`src/ptw_pkg.sv`:
```
`default_nettype none
package ptw_pkg;

  // Word and field widths
  localparam int WORD_W  = 16;
  localparam int LIFE_W  = 4;
  localparam int BLOCK_W = 6;

  // Telegram that the controller has configured
  typedef enum logic [1:0] {
    PTW_TEL_SPEED = 2'h0,    // Telegrams 1, 2, 3 and 5
    PTW_TEL_9     = 2'h1,
    PTW_TEL_110   = 2'h2,
    PTW_TEL_111   = 2'h3
  } ptw_tel_t;

  // Exchange sequencer, one-hot
  typedef enum logic [2:0] {
    PTW_ST_IDLE   = 3'h1,
    PTW_ST_DECODE = 3'h2,
    PTW_ST_SEND   = 3'h4
  } ptw_state_t;

  // Direction codes of absolute and manual-entry moves
  localparam logic [1:0] DIR_SHORT  = 2'h0;
  localparam logic [1:0] DIR_PLUS   = 2'h1;
  localparam logic [1:0] DIR_MINUS  = 2'h2;
  localparam logic [1:0] DIR_SHORT2 = 2'h3;

  // Manual-entry mode word fields
  localparam int MODE_ABS     = 0;
  localparam int MODE_DIR_LSB = 1;
  // Positioning control word (and word two) common fields
  localparam int PC_TRACK   = 0;
  localparam int PC_SETREF  = 1;
  localparam int PC_REFCAM  = 2;
  localparam int PC_JOG_INC = 5;
  // Positioning control word one fields
  localparam int P1_BLK_LSB = 0;
  localparam int P1_ABS     = 8;
  localparam int P1_DIR_LSB = 9;
  localparam int P1_CONT    = 12;
  localparam int P1_SETUP   = 14;
  localparam int P1_MANUAL  = 15;
  // Positioning control word two fields
  localparam int P2_REF_NEG = 9;
  localparam int P2_SWLIM   = 14;
  localparam int P2_STOPCAM = 15;
  // Main control word fields that this block reads
  localparam int M1_SETPOINT = 6;
  localparam int M1_PLC      = 10;
  localparam int M2_LIFE_LSB = 12;
  // Status word two fields
  localparam int S2_ALARM_LSB = 5;
  localparam int S2_ENDSTOP   = 8;
  localparam int S2_PULSES    = 10;
  localparam int S2_LIFE_LSB  = 12;

  // Masks of defined bits; everything else is reserved and dropped
  localparam logic [15:0] MODE_MASK = 16'h0007;
  localparam logic [15:0] PC_MASK   = 16'h0027;
  localparam logic [15:0] P1_MASK   = 16'hd73f;
  localparam logic [15:0] P2_MASK   = 16'hc227;
  localparam logic [15:0] M1_MASK   = 16'h0440;
  localparam logic [15:0] M2_MASK   = 16'hf000;

  // Values after reset
  localparam logic [15:0] WORD_RST = 16'h0000;
  localparam logic [3:0]  LIFE_RST = 4'h0;

  // Drive conditions reported in the status words
  typedef struct packed {
    logic       ready_servo_on;
    logic       ready_operation;
    logic       operation_enabled;
    logic       fault;
    logic       coast_stop_active;
    logic       fast_stop_active;
    logic       switch_on_inhibited;
    logic       alarm;
    logic       speed_in_tol;
    logic       control_request;
    logic       compare_reached;
    logic       limit_reached;
    logic       brake_open;
    logic       motor_overtemp;
    logic       speed_negative;
    logic       power_overload;
    logic [1:0] alarm_class;
    logic       fixed_endstop;
    logic       pulses_enabled;
  } ptw_cond_t;

endpackage
`default_nettype wire

```
`src/ptw_status_enc.sv`:
```
`timescale 1ns/1ns
`default_nettype none
module ptw_status_enc #(
  parameter int LIFE_W = ptw_pkg::LIFE_W
) (
  input  wire logic              clk,        // System clock
  input  wire logic              rst_n,      // Synchronous reset, low
  input  wire logic              send,       // One-cycle send request
  input  wire ptw_pkg::ptw_cond_t cond,      // Drive conditions
  output logic [15:0]            status_one, // Status word one
  output logic [15:0]            status_two, // Status word two
  output logic                   tx_valid    // Words updated, pulse
);

  // The life counter occupies a fixed four-bit field
  if (LIFE_W != 4) begin : g_bad_life
    $error("ptw_status_enc: LIFE_W must be 4");
  end

  typedef struct packed {
    logic [15:0] s1;
    logic [15:0] s2;
    logic [3:0]  life;
    logic        valid;
  } ptw_enc_state_t;

  ptw_enc_state_t r;
  ptw_enc_state_t next_r;

  // Words are frozen at send time so one telegram is self-consistent
  always_comb begin
    next_r       = r;
    next_r.valid = 1'b0;
    if (send) begin
      next_r.s1 = {
        ~cond.power_overload,
        ~cond.speed_negative,
        ~cond.motor_overtemp,
        cond.brake_open,
        cond.limit_reached,
        cond.compare_reached,
        cond.control_request,
        cond.speed_in_tol,
        cond.alarm,
        cond.switch_on_inhibited,
        ~cond.fast_stop_active,
        ~cond.coast_stop_active,
        cond.fault,
        cond.operation_enabled,
        cond.ready_operation,
        cond.ready_servo_on
      };
      // Reserved positions stay zero
      next_r.s2 = ptw_pkg::WORD_RST;
      next_r.s2[ptw_pkg::S2_ALARM_LSB +: 2] = cond.alarm_class;
      next_r.s2[ptw_pkg::S2_ENDSTOP] = cond.fixed_endstop;
      next_r.s2[ptw_pkg::S2_PULSES]  = cond.pulses_enabled;
      next_r.s2[ptw_pkg::S2_LIFE_LSB +: 4] = r.life;
      // Wraps modulo 16 so the controller sees a moving count
      next_r.life  = r.life + 4'h1;
      next_r.valid = 1'b1;
    end
  end

  // State register
  always_ff @(posedge clk) begin
    if (!rst_n) begin
      r <= '0;
    end else begin
      r <= next_r;
    end
  end

  assign status_one = r.s1;
  assign status_two = r.s2;
  assign tx_valid   = r.valid;

endmodule // ptw_status_enc
`default_nettype wire

```
`src/ptw_top.sv`:
```
`timescale 1ns/1ns
`default_nettype none
// What this block does
// - Mode bit 0 or word-one bit 8: one absolute, zero relative.
// - Mode bits 1-2 direction: 0/3 shortest, 1 positive, 2 negative.
// - Bit 0 of positioning words switches tracking mode on.
// - Bit 1 of positioning words requests setting the reference point.
// - Bit 2 reference cam active; bit 5 incremental else velocity jog.
// - Word-one bits 0-5 carry the traversing block number, LSB at 0.
// - Word-one bits 9-10 direction: 0/3 shortest, 1 plus, 2 minus.
// - Word-one bit 12 continuous transfer, else change on setpoint edge; block changes only with bit 15 set.
// - Word-one bit 14 setting-up else positioning; bit 15 manual entry.
// - Word-two bit 9 starts reference search negative, else positive.
// - Word-two bit 14 enables soft limits; bit 15 enables stop cam.
// - Status one bits 0-2 report the readiness chain, active high.
// - Status one bits 3, 6, 7: fault, switch-on inhibit, alarm.
// - Status one bits 4, 5 set when no coast or fast stop.
// - Status one bit 8 speed in tolerance, bit 10 comparison reached.
// - Status one bit 9 tells the controller control is requested.
// - Status one bit 11 limit reached, bit 12 open holding brake.
// - Status one bits 13, 15 high while no thermal alarms.
// - Status one bit 14 high for zero or positive speed.
// - Status two bits 5-6 carry the alarm class, LSB at 5.
// - Status two bit 8 fixed endstop travel, bit 10 pulses enabled.
// - Status two bits 12-15 return the drive life counter.
module ptw_top (
  input  wire logic        SYS_CLK,                // 10 MHz clock
  input  wire logic        RESET_N,                // Sync reset, low
  input  wire logic        CYCLE_STROBE,           // Telegram received
  output logic             CYCLE_READY,            // Strobe can be taken
  input  wire logic [1:0]  TELEGRAM_SEL,           // Configured telegram
  input  wire logic [15:0] MANUAL_ENTRY_MODE_WORD, // Telegram 9
  input  wire logic [15:0] POSITIONING_CONTROL_WORD,     // Telegram 110
  input  wire logic [15:0] POSITIONING_CONTROL_WORD_ONE, // Telegram 111
  input  wire logic [15:0] POSITIONING_CONTROL_WORD_TWO, // Telegram 111
  input  wire logic [15:0] MAIN_CONTROL_WORD_ONE,  // Main control word 1
  input  wire logic [15:0] MAIN_CONTROL_WORD_TWO,  // Main control word 2
  input  wire logic        READY_SERVO_ON,         // Ready for servo on
  input  wire logic        READY_OPERATION,        // Ready for operation
  input  wire logic        OPERATION_ENABLED,      // Operation enabled
  input  wire logic        FAULT_PRESENT,          // Fault present
  input  wire logic        COAST_DOWN_STOP_ACTIVE, // Coast-down stop on
  input  wire logic        FAST_STOP_ACTIVE,       // Fast stop on
  input  wire logic        SWITCH_ON_INHIBITED,    // Switch-on inhibit
  input  wire logic        ALARM_PRESENT,          // Alarm present
  input  wire logic        SPEED_IN_TOLERANCE,     // Deviation in band
  input  wire logic        CONTROL_REQUEST,        // Drive asks control
  input  wire logic        COMPARE_REACHED,        // f or n reached
  input  wire logic        LIMIT_REACHED,          // I, M or P limit
  input  wire logic        BRAKE_OPEN,             // Open holding brake
  input  wire logic        MOTOR_OVERTEMP_ALARM,   // Motor too hot
  input  wire logic        SPEED_NEGATIVE,         // Actual speed < 0
  input  wire logic        POWER_UNIT_OVERLOAD,    // Power unit too hot
  input  wire logic [1:0]  ALARM_CLASS,            // Alarm class
  input  wire logic        FIXED_ENDSTOP,          // Going to endstop
  input  wire logic        PULSES_ENABLED,         // Power pulses on
  output logic             DECODE_VALID,           // Fields updated
  output logic             CONTROL_ACCEPTED,       // Controller in charge
  output logic             ABSOLUTE_POSITIONING,   // Absolute, not rel.
  output logic [1:0]       DIRECTION_CODE,         // Raw direction code
  output logic             DIRECTION_POSITIVE,     // Positive direction
  output logic             DIRECTION_NEGATIVE,     // Negative direction
  output logic             TRACKING_MODE,          // Tracking mode on
  output logic             SET_REFERENCE,          // Set reference point
  output logic             REFERENCE_CAM,          // Reference cam active
  output logic             JOG_INCREMENTAL,        // Incremental jogging
  output logic [5:0]       BLOCK_NUMBER,           // Traversing block
  output logic             CONTINUOUS_TRANSFER,    // Continuous setpoints
  output logic             BLOCK_CHANGE,           // Take new block, pulse
  output logic             SETUP_SELECTED,         // Setting-up operation
  output logic             MANUAL_ENTRY_SELECTED,  // Manual-entry mode
  output logic             REF_SEARCH_NEGATIVE,    // Search toward minus
  output logic             SOFT_LIMIT_ENABLE,      // Soft limits active
  output logic             STOP_CAM_ENABLE,        // Stop cam active
  output logic [3:0]       MASTER_LIFE,            // Controller count
  output logic             MASTER_LIFE_ERROR,      // Count did not step
  output logic [15:0]      DRIVE_STATUS_WORD_ONE,  // Status word one
  output logic [15:0]      DRIVE_STATUS_WORD_TWO,  // Status word two
  output logic             STATUS_VALID            // Words updated, pulse
);

  // Decoded command fields, rebuilt on every accepted telegram
  typedef struct packed {
    logic       abs_pos;
    logic [1:0] dir_code;
    logic       dir_plus;
    logic       dir_minus;
    logic       track;
    logic       set_ref;
    logic       ref_cam;
    logic       jog_inc;
    logic [5:0] block_num;
    logic       cont_xfer;
    logic       setup_sel;
    logic       manual_sel;
    logic       ref_neg;
    logic       sw_limit;
    logic       stop_cam;
  } ptw_dec_t;

  typedef struct packed {
    ptw_pkg::ptw_state_t state;
    ptw_pkg::ptw_tel_t   tel;
    logic [15:0]         mode_w;
    logic [15:0]         pc_w;
    logic [15:0]         p1_w;
    logic [15:0]         p2_w;
    logic [15:0]         m1_w;
    logic [15:0]         m2_w;
    logic                setpoint_prev;
    logic                life_seen;
    logic [3:0]          master_life;
    logic                life_error;
    logic                accepted;
    logic                block_change;
    logic                send;
    ptw_dec_t            dec;
  } ptw_top_state_t;

  ptw_top_state_t     r;
  ptw_top_state_t     next_r;
  ptw_pkg::ptw_cond_t cond;

  // Translate a direction code into plus and minus levels
  function automatic logic [1:0] ptw_dir_levels(input logic [1:0] code);
    logic [1:0] lv;
    lv = 2'h0;
    case (code)
      ptw_pkg::DIR_PLUS:   lv = 2'h1;
      ptw_pkg::DIR_MINUS:  lv = 2'h2;
      // Codes 0 and 3 both mean the shortest path
      ptw_pkg::DIR_SHORT:  lv = 2'h0;
      ptw_pkg::DIR_SHORT2: lv = 2'h0;
      default:             lv = 2'h0;
    endcase
    return lv;
  endfunction

  // Exchange sequencer and command decode
  always_comb begin
    next_r              = r;
    next_r.block_change = 1'b0;
    next_r.send         = 1'b0;
    case (r.state)
      ptw_pkg::PTW_ST_IDLE: begin
        if (CYCLE_STROBE) begin
          // Reserved bits are masked off on capture
          next_r.tel    = ptw_pkg::ptw_tel_t'(TELEGRAM_SEL);
          next_r.mode_w = MANUAL_ENTRY_MODE_WORD
                          & ptw_pkg::MODE_MASK;
          next_r.pc_w   = POSITIONING_CONTROL_WORD
                          & ptw_pkg::PC_MASK;
          next_r.p1_w   = POSITIONING_CONTROL_WORD_ONE
                          & ptw_pkg::P1_MASK;
          next_r.p2_w   = POSITIONING_CONTROL_WORD_TWO
                          & ptw_pkg::P2_MASK;
          next_r.m1_w   = MAIN_CONTROL_WORD_ONE & ptw_pkg::M1_MASK;
          next_r.m2_w   = MAIN_CONTROL_WORD_TWO & ptw_pkg::M2_MASK;
          next_r.state  = ptw_pkg::PTW_ST_DECODE;
        end
      end
      ptw_pkg::PTW_ST_DECODE: begin
        // Life count must step by one; the first telegram only seeds it
        next_r.life_error = r.life_seen &&
          (r.m2_w[ptw_pkg::M2_LIFE_LSB +: 4]
           != (r.master_life + 4'h1));
        next_r.master_life = r.m2_w[ptw_pkg::M2_LIFE_LSB +: 4];
        next_r.life_seen   = 1'b1;
        // Commands count only while the controller holds control
        next_r.accepted = r.m1_w[ptw_pkg::M1_PLC];
        next_r.setpoint_prev = r.m1_w[ptw_pkg::M1_SETPOINT];
        if (r.m1_w[ptw_pkg::M1_PLC]) begin
          // Fields of the telegram not in use read as zero
          next_r.dec = '0;
          case (r.tel)
            ptw_pkg::PTW_TEL_9: begin
              next_r.dec.abs_pos  = r.mode_w[ptw_pkg::MODE_ABS];
              next_r.dec.dir_code =
                r.mode_w[ptw_pkg::MODE_DIR_LSB +: 2];
            end
            ptw_pkg::PTW_TEL_110: begin
              next_r.dec.track   = r.pc_w[ptw_pkg::PC_TRACK];
              next_r.dec.set_ref = r.pc_w[ptw_pkg::PC_SETREF];
              next_r.dec.ref_cam = r.pc_w[ptw_pkg::PC_REFCAM];
              next_r.dec.jog_inc = r.pc_w[ptw_pkg::PC_JOG_INC];
            end
            ptw_pkg::PTW_TEL_111: begin
              next_r.dec.block_num =
                r.p1_w[ptw_pkg::P1_BLK_LSB +: ptw_pkg::BLOCK_W];
              next_r.dec.abs_pos  = r.p1_w[ptw_pkg::P1_ABS];
              next_r.dec.dir_code =
                r.p1_w[ptw_pkg::P1_DIR_LSB +: 2];
              next_r.dec.cont_xfer  = r.p1_w[ptw_pkg::P1_CONT];
              next_r.dec.setup_sel  = r.p1_w[ptw_pkg::P1_SETUP];
              next_r.dec.manual_sel = r.p1_w[ptw_pkg::P1_MANUAL];
              next_r.dec.track   = r.p2_w[ptw_pkg::PC_TRACK];
              next_r.dec.set_ref = r.p2_w[ptw_pkg::PC_SETREF];
              next_r.dec.ref_cam = r.p2_w[ptw_pkg::PC_REFCAM];
              next_r.dec.jog_inc = r.p2_w[ptw_pkg::PC_JOG_INC];
              next_r.dec.ref_neg  = r.p2_w[ptw_pkg::P2_REF_NEG];
              next_r.dec.sw_limit = r.p2_w[ptw_pkg::P2_SWLIM];
              next_r.dec.stop_cam = r.p2_w[ptw_pkg::P2_STOPCAM];
              // In manual entry, continuous mode takes every telegram; otherwise only
              // a rising setpoint-enable edge may switch the block
              if (r.p1_w[ptw_pkg::P1_MANUAL]) begin
                next_r.block_change = r.p1_w[ptw_pkg::P1_CONT] ||
                  (r.m1_w[ptw_pkg::M1_SETPOINT] &&
                   !r.setpoint_prev);
              end
            end
            default: begin
              // Speed telegrams carry no positioning commands
              next_r.dec = '0;
            end
          endcase
          {next_r.dec.dir_minus, next_r.dec.dir_plus} =
            ptw_dir_levels(next_r.dec.dir_code);
        end
        next_r.send  = 1'b1;
        next_r.state = ptw_pkg::PTW_ST_SEND;
      end
      ptw_pkg::PTW_ST_SEND: begin
        // Status words are built by the encoder in this cycle
        next_r.state = ptw_pkg::PTW_ST_IDLE;
      end
      default: begin
        next_r.state = ptw_pkg::PTW_ST_IDLE;
      end
    endcase
  end

  // State register; the sequencer restarts idle
  always_ff @(posedge SYS_CLK) begin
    if (!RESET_N) begin
      r       <= '0;
      r.state <= ptw_pkg::PTW_ST_IDLE;
    end else begin
      r <= next_r;
    end
  end

  // Drive conditions gathered for the encoder
  assign cond.ready_servo_on      = READY_SERVO_ON;
  assign cond.ready_operation     = READY_OPERATION;
  assign cond.operation_enabled   = OPERATION_ENABLED;
  assign cond.fault               = FAULT_PRESENT;
  assign cond.coast_stop_active   = COAST_DOWN_STOP_ACTIVE;
  assign cond.fast_stop_active    = FAST_STOP_ACTIVE;
  assign cond.switch_on_inhibited = SWITCH_ON_INHIBITED;
  assign cond.alarm               = ALARM_PRESENT;
  assign cond.speed_in_tol        = SPEED_IN_TOLERANCE;
  assign cond.control_request     = CONTROL_REQUEST;
  assign cond.compare_reached     = COMPARE_REACHED;
  assign cond.limit_reached       = LIMIT_REACHED;
  assign cond.brake_open          = BRAKE_OPEN;
  assign cond.motor_overtemp      = MOTOR_OVERTEMP_ALARM;
  assign cond.speed_negative      = SPEED_NEGATIVE;
  assign cond.power_overload      = POWER_UNIT_OVERLOAD;
  assign cond.alarm_class         = ALARM_CLASS;
  assign cond.fixed_endstop       = FIXED_ENDSTOP;
  assign cond.pulses_enabled      = PULSES_ENABLED;

  // Status words and the drive life counter
  ptw_status_enc #(
    .LIFE_W (ptw_pkg::LIFE_W)
  ) u_enc (
    .clk        (SYS_CLK),
    .rst_n      (RESET_N),
    .send       (r.send),
    .cond       (cond),
    .status_one (DRIVE_STATUS_WORD_ONE),
    .status_two (DRIVE_STATUS_WORD_TWO),
    .tx_valid   (STATUS_VALID)
  );

  // Handshake is combinational; a strobe while busy is dropped
  assign CYCLE_READY = (r.state == ptw_pkg::PTW_ST_IDLE);

  // Decoded outputs straight from flip-flops
  assign DECODE_VALID          = r.send;
  assign CONTROL_ACCEPTED      = r.accepted;
  assign ABSOLUTE_POSITIONING  = r.dec.abs_pos;
  assign DIRECTION_CODE        = r.dec.dir_code;
  assign DIRECTION_POSITIVE    = r.dec.dir_plus;
  assign DIRECTION_NEGATIVE    = r.dec.dir_minus;
  assign TRACKING_MODE         = r.dec.track;
  assign SET_REFERENCE         = r.dec.set_ref;
  assign REFERENCE_CAM         = r.dec.ref_cam;
  assign JOG_INCREMENTAL       = r.dec.jog_inc;
  assign BLOCK_NUMBER          = r.dec.block_num;
  assign CONTINUOUS_TRANSFER   = r.dec.cont_xfer;
  assign BLOCK_CHANGE          = r.block_change;
  assign SETUP_SELECTED        = r.dec.setup_sel;
  assign MANUAL_ENTRY_SELECTED = r.dec.manual_sel;
  assign REF_SEARCH_NEGATIVE   = r.dec.ref_neg;
  assign SOFT_LIMIT_ENABLE     = r.dec.sw_limit;
  assign STOP_CAM_ENABLE       = r.dec.stop_cam;
  assign MASTER_LIFE           = r.master_life;
  assign MASTER_LIFE_ERROR     = r.life_error;

endmodule // ptw_top
`default_nettype wire
```
`config.mk`:
```
export PLATFORM = sky130hd
export DESIGN_NAME = ptw_top
export DESIGN_NICKNAME = d
export VERILOG_FILES = /design/src/ptw_pkg.sv /design/src/ptw_status_enc.sv /design/src/ptw_top.sv
export SDC_FILE = /design/constraint.sdc
export NUM_CORES = 1
export LEC_CHECK = 0
export ABC_CLOCK_PERIOD_IN_PS = 1900
export BUFFER_PORTS_ARGS = -buffer_cell sky130_fd_sc_hd__buf_4
export CAP_MARGIN = 20
export CORE_MARGIN = 4
export CORE_UTILIZATION = 29
export CTS_CLUSTER_DIAMETER = 40
export DETAILED_ROUTE_END_ITERATION = 8
export MAX_ROUTING_LAYER = met4
export PLACE_DENSITY = 0.6
export SETUP_SLACK_MARGIN = 0.1
export SLEW_MARGIN = 20
export SYNTH_ARGS = -nofsm -noshare
export SYNTH_HDL_FRONTEND = slang
export SYNTH_SLANG_ARGS = --single-unit
```
`constraint.sdc`:
```
create_clock -name SYS_CLK -period 1.9 [get_ports SYS_CLK]
set_input_delay 0.19 -clock SYS_CLK [delete_from_list [all_inputs] [get_ports SYS_CLK]]
set_output_delay 0.19 -clock SYS_CLK [all_outputs]
set_load 0.02 [all_outputs]
```
# Word level (Yosys, flattened, before mapping)
# Index checks and enable logic that the tools add are counted.
dict set report op_classes {
  n_addsub 2
  muxes 11
  bitwise_logic 5
  n_reduce_logical 9
  eq_ne 10
}
# operator count
set op_table {}
lappend op_table {{$mux W101} 1}
lappend op_table {{$mux W22} 1}
lappend op_table {{$mux W21} 1}
lappend op_table {{$mux W12} 1}
lappend op_table {{$pmux W3 S2} 2}
lappend op_table {{$add A4 B1 Y4 const B} 2}
lappend op_table {{$eq A2 B2 Y1 const B} 4}
lappend op_table {{$pmux W4 S2} 1}
lappend op_table {{$mux W3} 2}
lappend op_table {{$pmux W2 S3} 1}
lappend op_table {{$not A1 Y1} 5}
lappend op_table {{$reduce_and A5 Y1} 1}
lappend op_table {{$eq A2 B1 Y1 const B} 2}
lappend op_table {{$ne A4 B4 Y1} 1}
lappend op_table {{$reduce_and A2 Y1} 2}
lappend op_table {{$eq A3 B1 Y1 const B} 1}
lappend op_table {{$eq A3 B2 Y1 const B} 1}
lappend op_table {{$logic_and A1 B1 Y1} 2}
lappend op_table {{$logic_not A2 Y1} 1}
lappend op_table {{$ne A2 B2 Y1 const B} 1}
lappend op_table {{$reduce_or A2 Y1} 1}
lappend op_table {{$logic_not A1 Y1} 1}
lappend op_table {{$logic_or A1 B1 Y1} 1}
lappend op_table {{$mux W1} 1}
dict set report word_totals {
  regBits 97
  in_bits 121
  out_inout_bits 63
  word_cells 71
}

# Logic depth before layout (Yosys ltp)
# Gate-level depths: netlist (run 1).
dict set report logic_depth {
  ltp_word 9
  mapped_depth 5
  mapped_depth_nobuf 4
}

# Hierarchy
# Synthesis (run 1) repeated with hierarchy kept, for this count alone.
dict set report hier_totals {
  hier_cells 453
  hier_area_um2 4165.2
}
# mod cells_each area_each_um2 instances seq_area_each_um2
set by_module_without_submodules {}
lappend by_module_without_submodules {ptw_top 323 2816.5 1 1361.3}
lappend by_module_without_submodules {ptw_status_enc 130 1348.8 1 580.6}

# Worst setup path before layout (run 1)
# Ideal clock, no wire load.
dict set report synth_path {
  path_type {reg-to-reg}
  startpoint {reg r, in the netlist DECODE_VALID}
  endpoint {reg u_enc.r, in the netlist u_enc.status_one[4]}
  required_time_ns 1.784
  setup_slack_ns 0.539
  setup_ns 0.116
  path_buffers 3
  path_stages_with_launch 6
  period_less_slack_ns 1.361
  t_arrival_ns 1.245
  path_cell_list {dfxtp_1 > buf_2 > buf_2 > buf_2 > nand2_1 > o211a_1}
}
# item line_no
set synth_rtl {}
lappend synth_rtl {{from (decl)} ptw_top.sv:120} ;# ptw_top_state_t r;
lappend synth_rtl {{from (signal assigned)} ptw_top.sv:238} ;# r <= next_r;
lappend synth_rtl {{to (signal assigned)} ptw_status_enc.sv:70} ;# r <= next_r;
lappend synth_rtl {{to (decl)} ptw_status_enc.sv:27} ;# ptw_enc_state_t r;

# Final worst setup path (run 1)
dict set report layout_path {
  startpoint {reg r, in the netlist DECODE_VALID}
  endpoint {out DECODE_VALID}
}
# item line_no
set layout_rtl {}
lappend layout_rtl {{to (decl)} ptw_top.sv:57} ;# output logic DECODE_VALID,
# No word-level cell between the ends.

==> results.md, run 1 <==
- Vias in the first global route: 3090
- Worst path cell trace: buf_12 -> buf_4
- Number of synthesized flops with an enable pin: 0
- Layout net count: 640
- Flop2flop setup slack: 0.44 ns
- Hold Crit Class: input port to register
- Rows: 43
- I/O Buffers: 111
- CTS buffer count: 9
- R2r worst-path depth: 4
- Gr ovfl total: 0
- Critical Path RT: 1.71 ns
- CTS Sinks: 97
- Netlist cell types: 32
- Slowest cell on the critical path: dfxtp_2
- CP max FO: 25
- Mean Syn Cell Area: 9.331 sq um
- Sequential area share after synthesis: 0.4625
- Post-Route WL: 9569 microns
- Residual DRC count: 0
- Worst-path clk slew: 0.06 ns
- # hold bufs at CTS: 0
- Status: finished clean
- Mapped cell area: 4199 sq um
- Final GP Congestion: 0.7248
- Clock Latency Late Sink: 0.34 ns
- H-tree levels: 3
- Synth top area cells: dfxtp_1 (46%), nand2_1 (8.8%), buf_4 (8.6%)
- Die height: 128.3 microns
- CP max stage delay: 0.55 ns
- Post-synth ARST share: 0
- Synth cell count leaders: nand2_1 (98), dfxtp_1 (97), buf_4 (48)
- Hold depth: 3
- Layout cells sized above 1: 0.2893
- IO Pins: 184
- Initial antenna violation count: 0
- RSZ-0062 raised after global routing: false
- Crit share post-route: 0.7809
- CTS Buffer Depth: 2
- Startpoint class of the critical path: register
- Die footprint: 16470 sq um
- Final Slew Violations: 0
- Root Driver: clkbuf_16
- Count leader, synth: nand2_1
- Synthesis-stage register bit count: 97
- Ant diodes: 0
- Cell Pwr Density: 838.9 nW/um^2
- Hold Vio Cnt, Final: 0
- Synthesis Warnings: 0
- Final setup fails: 0
- All-layer global routing usage: 0.1208
- Fillers: 1435
- Detailed Place HPWL: 7022 microns
- Predominant post-synthesis flop cell: dfxtp_1
- DRT antenna net count: 0
- Worst Path Class, Setup: register to primary output
- Maxcap violations: 0
- CORE AREA: 14040 sq um
- Static leakage power: 0.002147 uW
- Global-route wire length before repair: 15260 microns
- Mapped Cells: 450
- Final Critical Period: 1.484 ns
- Initial cell density of the core: 0.2990
- Setup crit end kind: primary output
- CTS tree: built
- Post-CTS sizing: 0
- Max VDD drop: 0.3818 mV
- Worst Path Arrival: 1.29 ns
- P&R area growth vs syn: 25.48%
- Cell accounting for the most synthesized area: dfxtp_1
- Setup TNS: 0 ns
- Vias: 3093
- Setup bufs post-CTS: 0
- Yosys top cell area share: 0.4625
- Via density: 4.406
- Largest net degree at the start of global routing: 35
- Drt initial violations: 106
- Die Span X: 128.3 microns
- WL per Instance: 13.63 microns
- Hold slack: 0.09163 ns
- Skew final: 0.006757 ns
- TritonRoute pass-1 iters: 4
- Maximum clock rate: 0.6740 GHz
## state kept, by name, indices dropped and copies added, names as in the netlist, 2 cells and up
signal / flops
r: 39
u_enc.status_one: 16
u_enc.status_two: 8
BLOCK_NUMBER: 6
MASTER_LIFE: 4
u_enc.r: 4
DIRECTION_CODE: 2
## critical path, delay by kind of cell, from the launching register on
kind	cells	cell delay [ns]
DFF	1	0.55
buffers and inverters	2	0.41
## power by group
group          switching, uW  internal (uW)  total, uW
Sequential              42.5           2090       2130
Clock                    760           1150       1910
Combinational            179            201        380
## metal layers
metal  vias to the layer above  global-route usage  share of wire
met5                         -                   -              0
met4                         0             0.04182          0.015
met3                        11             0.04857          0.089
met2                        97              0.1876           0.46
met1                      1417              0.1418           0.44
li1                       1568                   -              -
## layout make-up
cell class                 instances  area, sq um  area share
multi-input combinational        285         1821      0.3455
sequential                        97         1943      0.3688
tap                              180        225.2     0.04275
clock inverter                     6        82.58     0.01567
timing repair buffer             124        968.4      0.1838
clock buffer                      10        229.0     0.04346
## cell families after synthesis
group,Yosys count,share of synthesized area
xor gates and xnor gates,8,0.02026
adders and majority gates,2,0.005959
AOI/OAI and AO/OA,69,0.1252
buffers and inverters,75,0.1150
muxes,33,0.08105
DFF,97,0.4625
other,1,0.0008931
and+or+nand+nor,165,0.1892
## path summary, 6_finish.rpt
check	start	to
setup / recovery	DECODE_VALID	DECODE_VALID
hold / removal	POSITIONING_CONTROL_WORD_ONE[3]	r[82]
setup reg to reg	r[131]	r[68]
hold reg to reg	r[96]	r[96]
## through the flow
stage / total power, uW / util / cells / cell area [sq um] / setup slack [ns]
finish: 4420 / 0.3752 / 702 / 5269 / 0.4163
CTS: 4487 / 0.3752 / 702 / 5269 / 0.3702
global placement: 2556 / 0.3530 / 686 / 4957 / 0.4877
detailed placement: 2565 / 0.3530 / 686 / 4957 / 0.4297
floorplan: 2408 / - / 457 / 4225 / 0.5387
global route: 4586 / 0.3752 / 702 / 5269 / 0.2781
## layout by cell type (no fill, tap or decap), types with 2 or more instances in the layout
master     Yosys  routed
a21boi_0      18      18
a21boi_1      37      37
and2_1         8       8
and3b_1        2       2
buf_12         0       3
buf_4         48     121
bufinv_16      0       2
clkbuf_16      0       9
clkinv_2       0       3
conb_1         1       8
dfxtp_1       97      96
ha_1           2       2
mux2_2         8       8
mux2i_1       25      25
nand2_1       98      98
nand3_1       20      20
nor2b_1       27      27
nor3b_1        3       3
o211a_1        5       5
o211ai_1       2       2
o21a_1         2       2
o21ai_0        2       2
xnor2_1        4       4
xor2_1         3       3
Power figures use the tool's default switching activity.
==> inputs of run 2 (changes only) <==
- ABC_CLOCK_PERIOD_IN_PS: 1900 -> 1200
- PLACE_DENSITY: 0.6 -> 0.62
- clock period: 1.9 -> 1.2 ns (I/O delays scaled with it)
==> results.md, run 2 (synthesis gave the netlist of run 1 again) <==
- Final GP Congestion: 0.7441
- Met2 capacity usage during global routing: 0.2200
- Worst Path Class, Setup: register to register
- Maxcap violations: 0
- DRT antenna net count: 0
- CTS buffer count: 9
- Grt met1 use: 0.1490
- Critical Path RT: 1.47 ns
- I/O Buffers: 111
- All-layer global routing usage: 0.1305
- Post-Route WL: 10770 microns
- Ant diodes: 0
- Residual DRC count: 0
- IO Pins: 184
- Hold Vio Cnt, Final: 0
- Hold slack: 0.02519 ns
- Finished Layout Cells: 730
- CTS Sinks: 97
- GRT Max-Usage Layer: met2
- Failing checks: setup timing
- Commonest non-fill, non-tap cells in the layout: buf_4 (133), dfxtp_1 (89), nand2_1 (78)
- CORE AREA: 14040 sq um
- Worst-path clk slew: 0.07 ns
- Vias: 3291
- Initial antenna violation count: 0
- Detailed Place HPWL: 7217 microns
- P&R area growth vs syn: 43.18%
- Clock Latency Late Sink: 0.33 ns
- Max reg flops: 39
- Storage cell area: 1962 sq um
- Worst slack, placed: -0.1131 ns
- Layout net count: 668
- Worst Path Arrival: 1.57 ns
- Worst Setup Slack, final: -0.09982 ns
- Crit share post-route: 1.083
- Fillers: 1361
- Skew final: 0.005755 ns
- Cell Pwr Density: 1202 nW/um^2
- Initial cell density of the core: 0.2990
- Via density: 4.508
- Setup crit end kind: register
- RSZ-0062 raised after global routing: true
- WL per Instance: 14.76 microns
- Global-route wire length before repair: 16620 microns
- Area taken by multi-input logic gates: 2166 sq um
- Drt initial violations: 129
- Largest net degree at the start of global routing: 33
- Die footprint: 16470 sq um
- TritonRoute pass-1 iters: 4
- Met3 Usage GRT: 0.04483
- Gr ovfl total: 0
- Hold Crit Class: input port to register
- Rows: 43
- Die height: 128.3 microns
- CTS Buffer Depth: 2
- Placed Instances: 698
- Layout cells sized above 1: 0.4600
- Most flop-heavy register: r
- Final Critical Period: 1.300 ns
- CTS tree: built
- Status: finished with violations
- Maximum clock rate: 0.7693 GHz
- Static leakage power: 0.002439 uW
- CP max FO: 7
- Commonest non-fill, non-tap cell in the layout: buf_4
- H-tree levels: 3
- Root Driver: clkbuf_16
- Die Span X: 128.3 microns
- Final setup fails: 51
- Max VDD drop: 0.5706 mV
- Final Slew Violations: 0
- Vias in the first global route: 3348
- Startpoint class of the critical path: register
[run 2: changes by cell type in the layout (fill, tap and decap cells not counted), sizes merged]
cell,delta
buf,+25
clkbuf,+4
clkinv,-2
clkinvlp,+1
[run 2: layer usage]
| layer | vias up | share of wire |
|---|---|---|
| met5 | - | 0 |
| met4 | 0 | 0.0082 |
| met3 | 10 | 0.071 |
| met2 | 94 | 0.50 |
| met1 | 1557 | 0.42 |
| li1 | 1630 | - |
[run 2: final timing paths]
path,start,end,slack [ns],cells after the start
worst max-delay path,r[130],r[64],-0.1,5
worst max register to register,r[130],r[64],-0.1,5
worst min register to register,DIRECTION_CODE[1],DIRECTION_CODE[1],0.46,2
worst min-delay path,MAIN_CONTROL_WORD_TWO[12],r[43],0.03,3
[run 2: critical path: stages, from the launching register on]
cell,delay (ns)
dfxtp_4,0.36
nor4bb_4,0.32
buf_4,0.22
clkbuf_16,0.16
nand2_1,0.06
a21boi_1,0.11
[run 2: through the flow]
| stage | setup TNS, ns | total power, uW | utilization | area, sq um |
|---|---|---|---|---|
| after floorplan | 0 | 3821 | - | 4265 |
| after global placement | -0.8468 | 4078 | 0.3619 | 5082 |
| after detailed placement | -1.631 | 4096 | 0.3619 | 5082 |
| after CTS | -1.997 | 7225 | 0.3962 | 5564 |
| after global routing | -5.675 | 7539 | 0.4281 | 6012 |
| final | -2.700 | 7228 | 0.4281 | 6012 |
[run 2: report_power, final]
part           total [uW]  switching [uW]  internal [uW]
clock                3010            1180           1820
combinational         844             395            448
sequential           3380            68.5           3310
total                7230            1650           5580
[run 2: timing repair]
action / in CTS / in global routing
gates resized for setup: 47 / 74
pin swaps: 22 / 57
buffers inserted: 2 / 9
hold buffers: 0 / 0
endpoints found under the setup margin: 69 / 70
gates cloned: 2 / 3
endpoints found under the hold margin: 0 / 0
[run 2: layout make-up]
| type | count | area share |
|---|---|---|
| Clock buffer | 11 | 0.03871 |
| Multi-Input combinational cell | 285 | 0.3602 |
| Tap cell | 180 | 0.03746 |
| Sequential cell | 97 | 0.3263 |
| Timing Repair Buffer | 152 | 0.2239 |
| Clock inverter | 5 | 0.01332 |
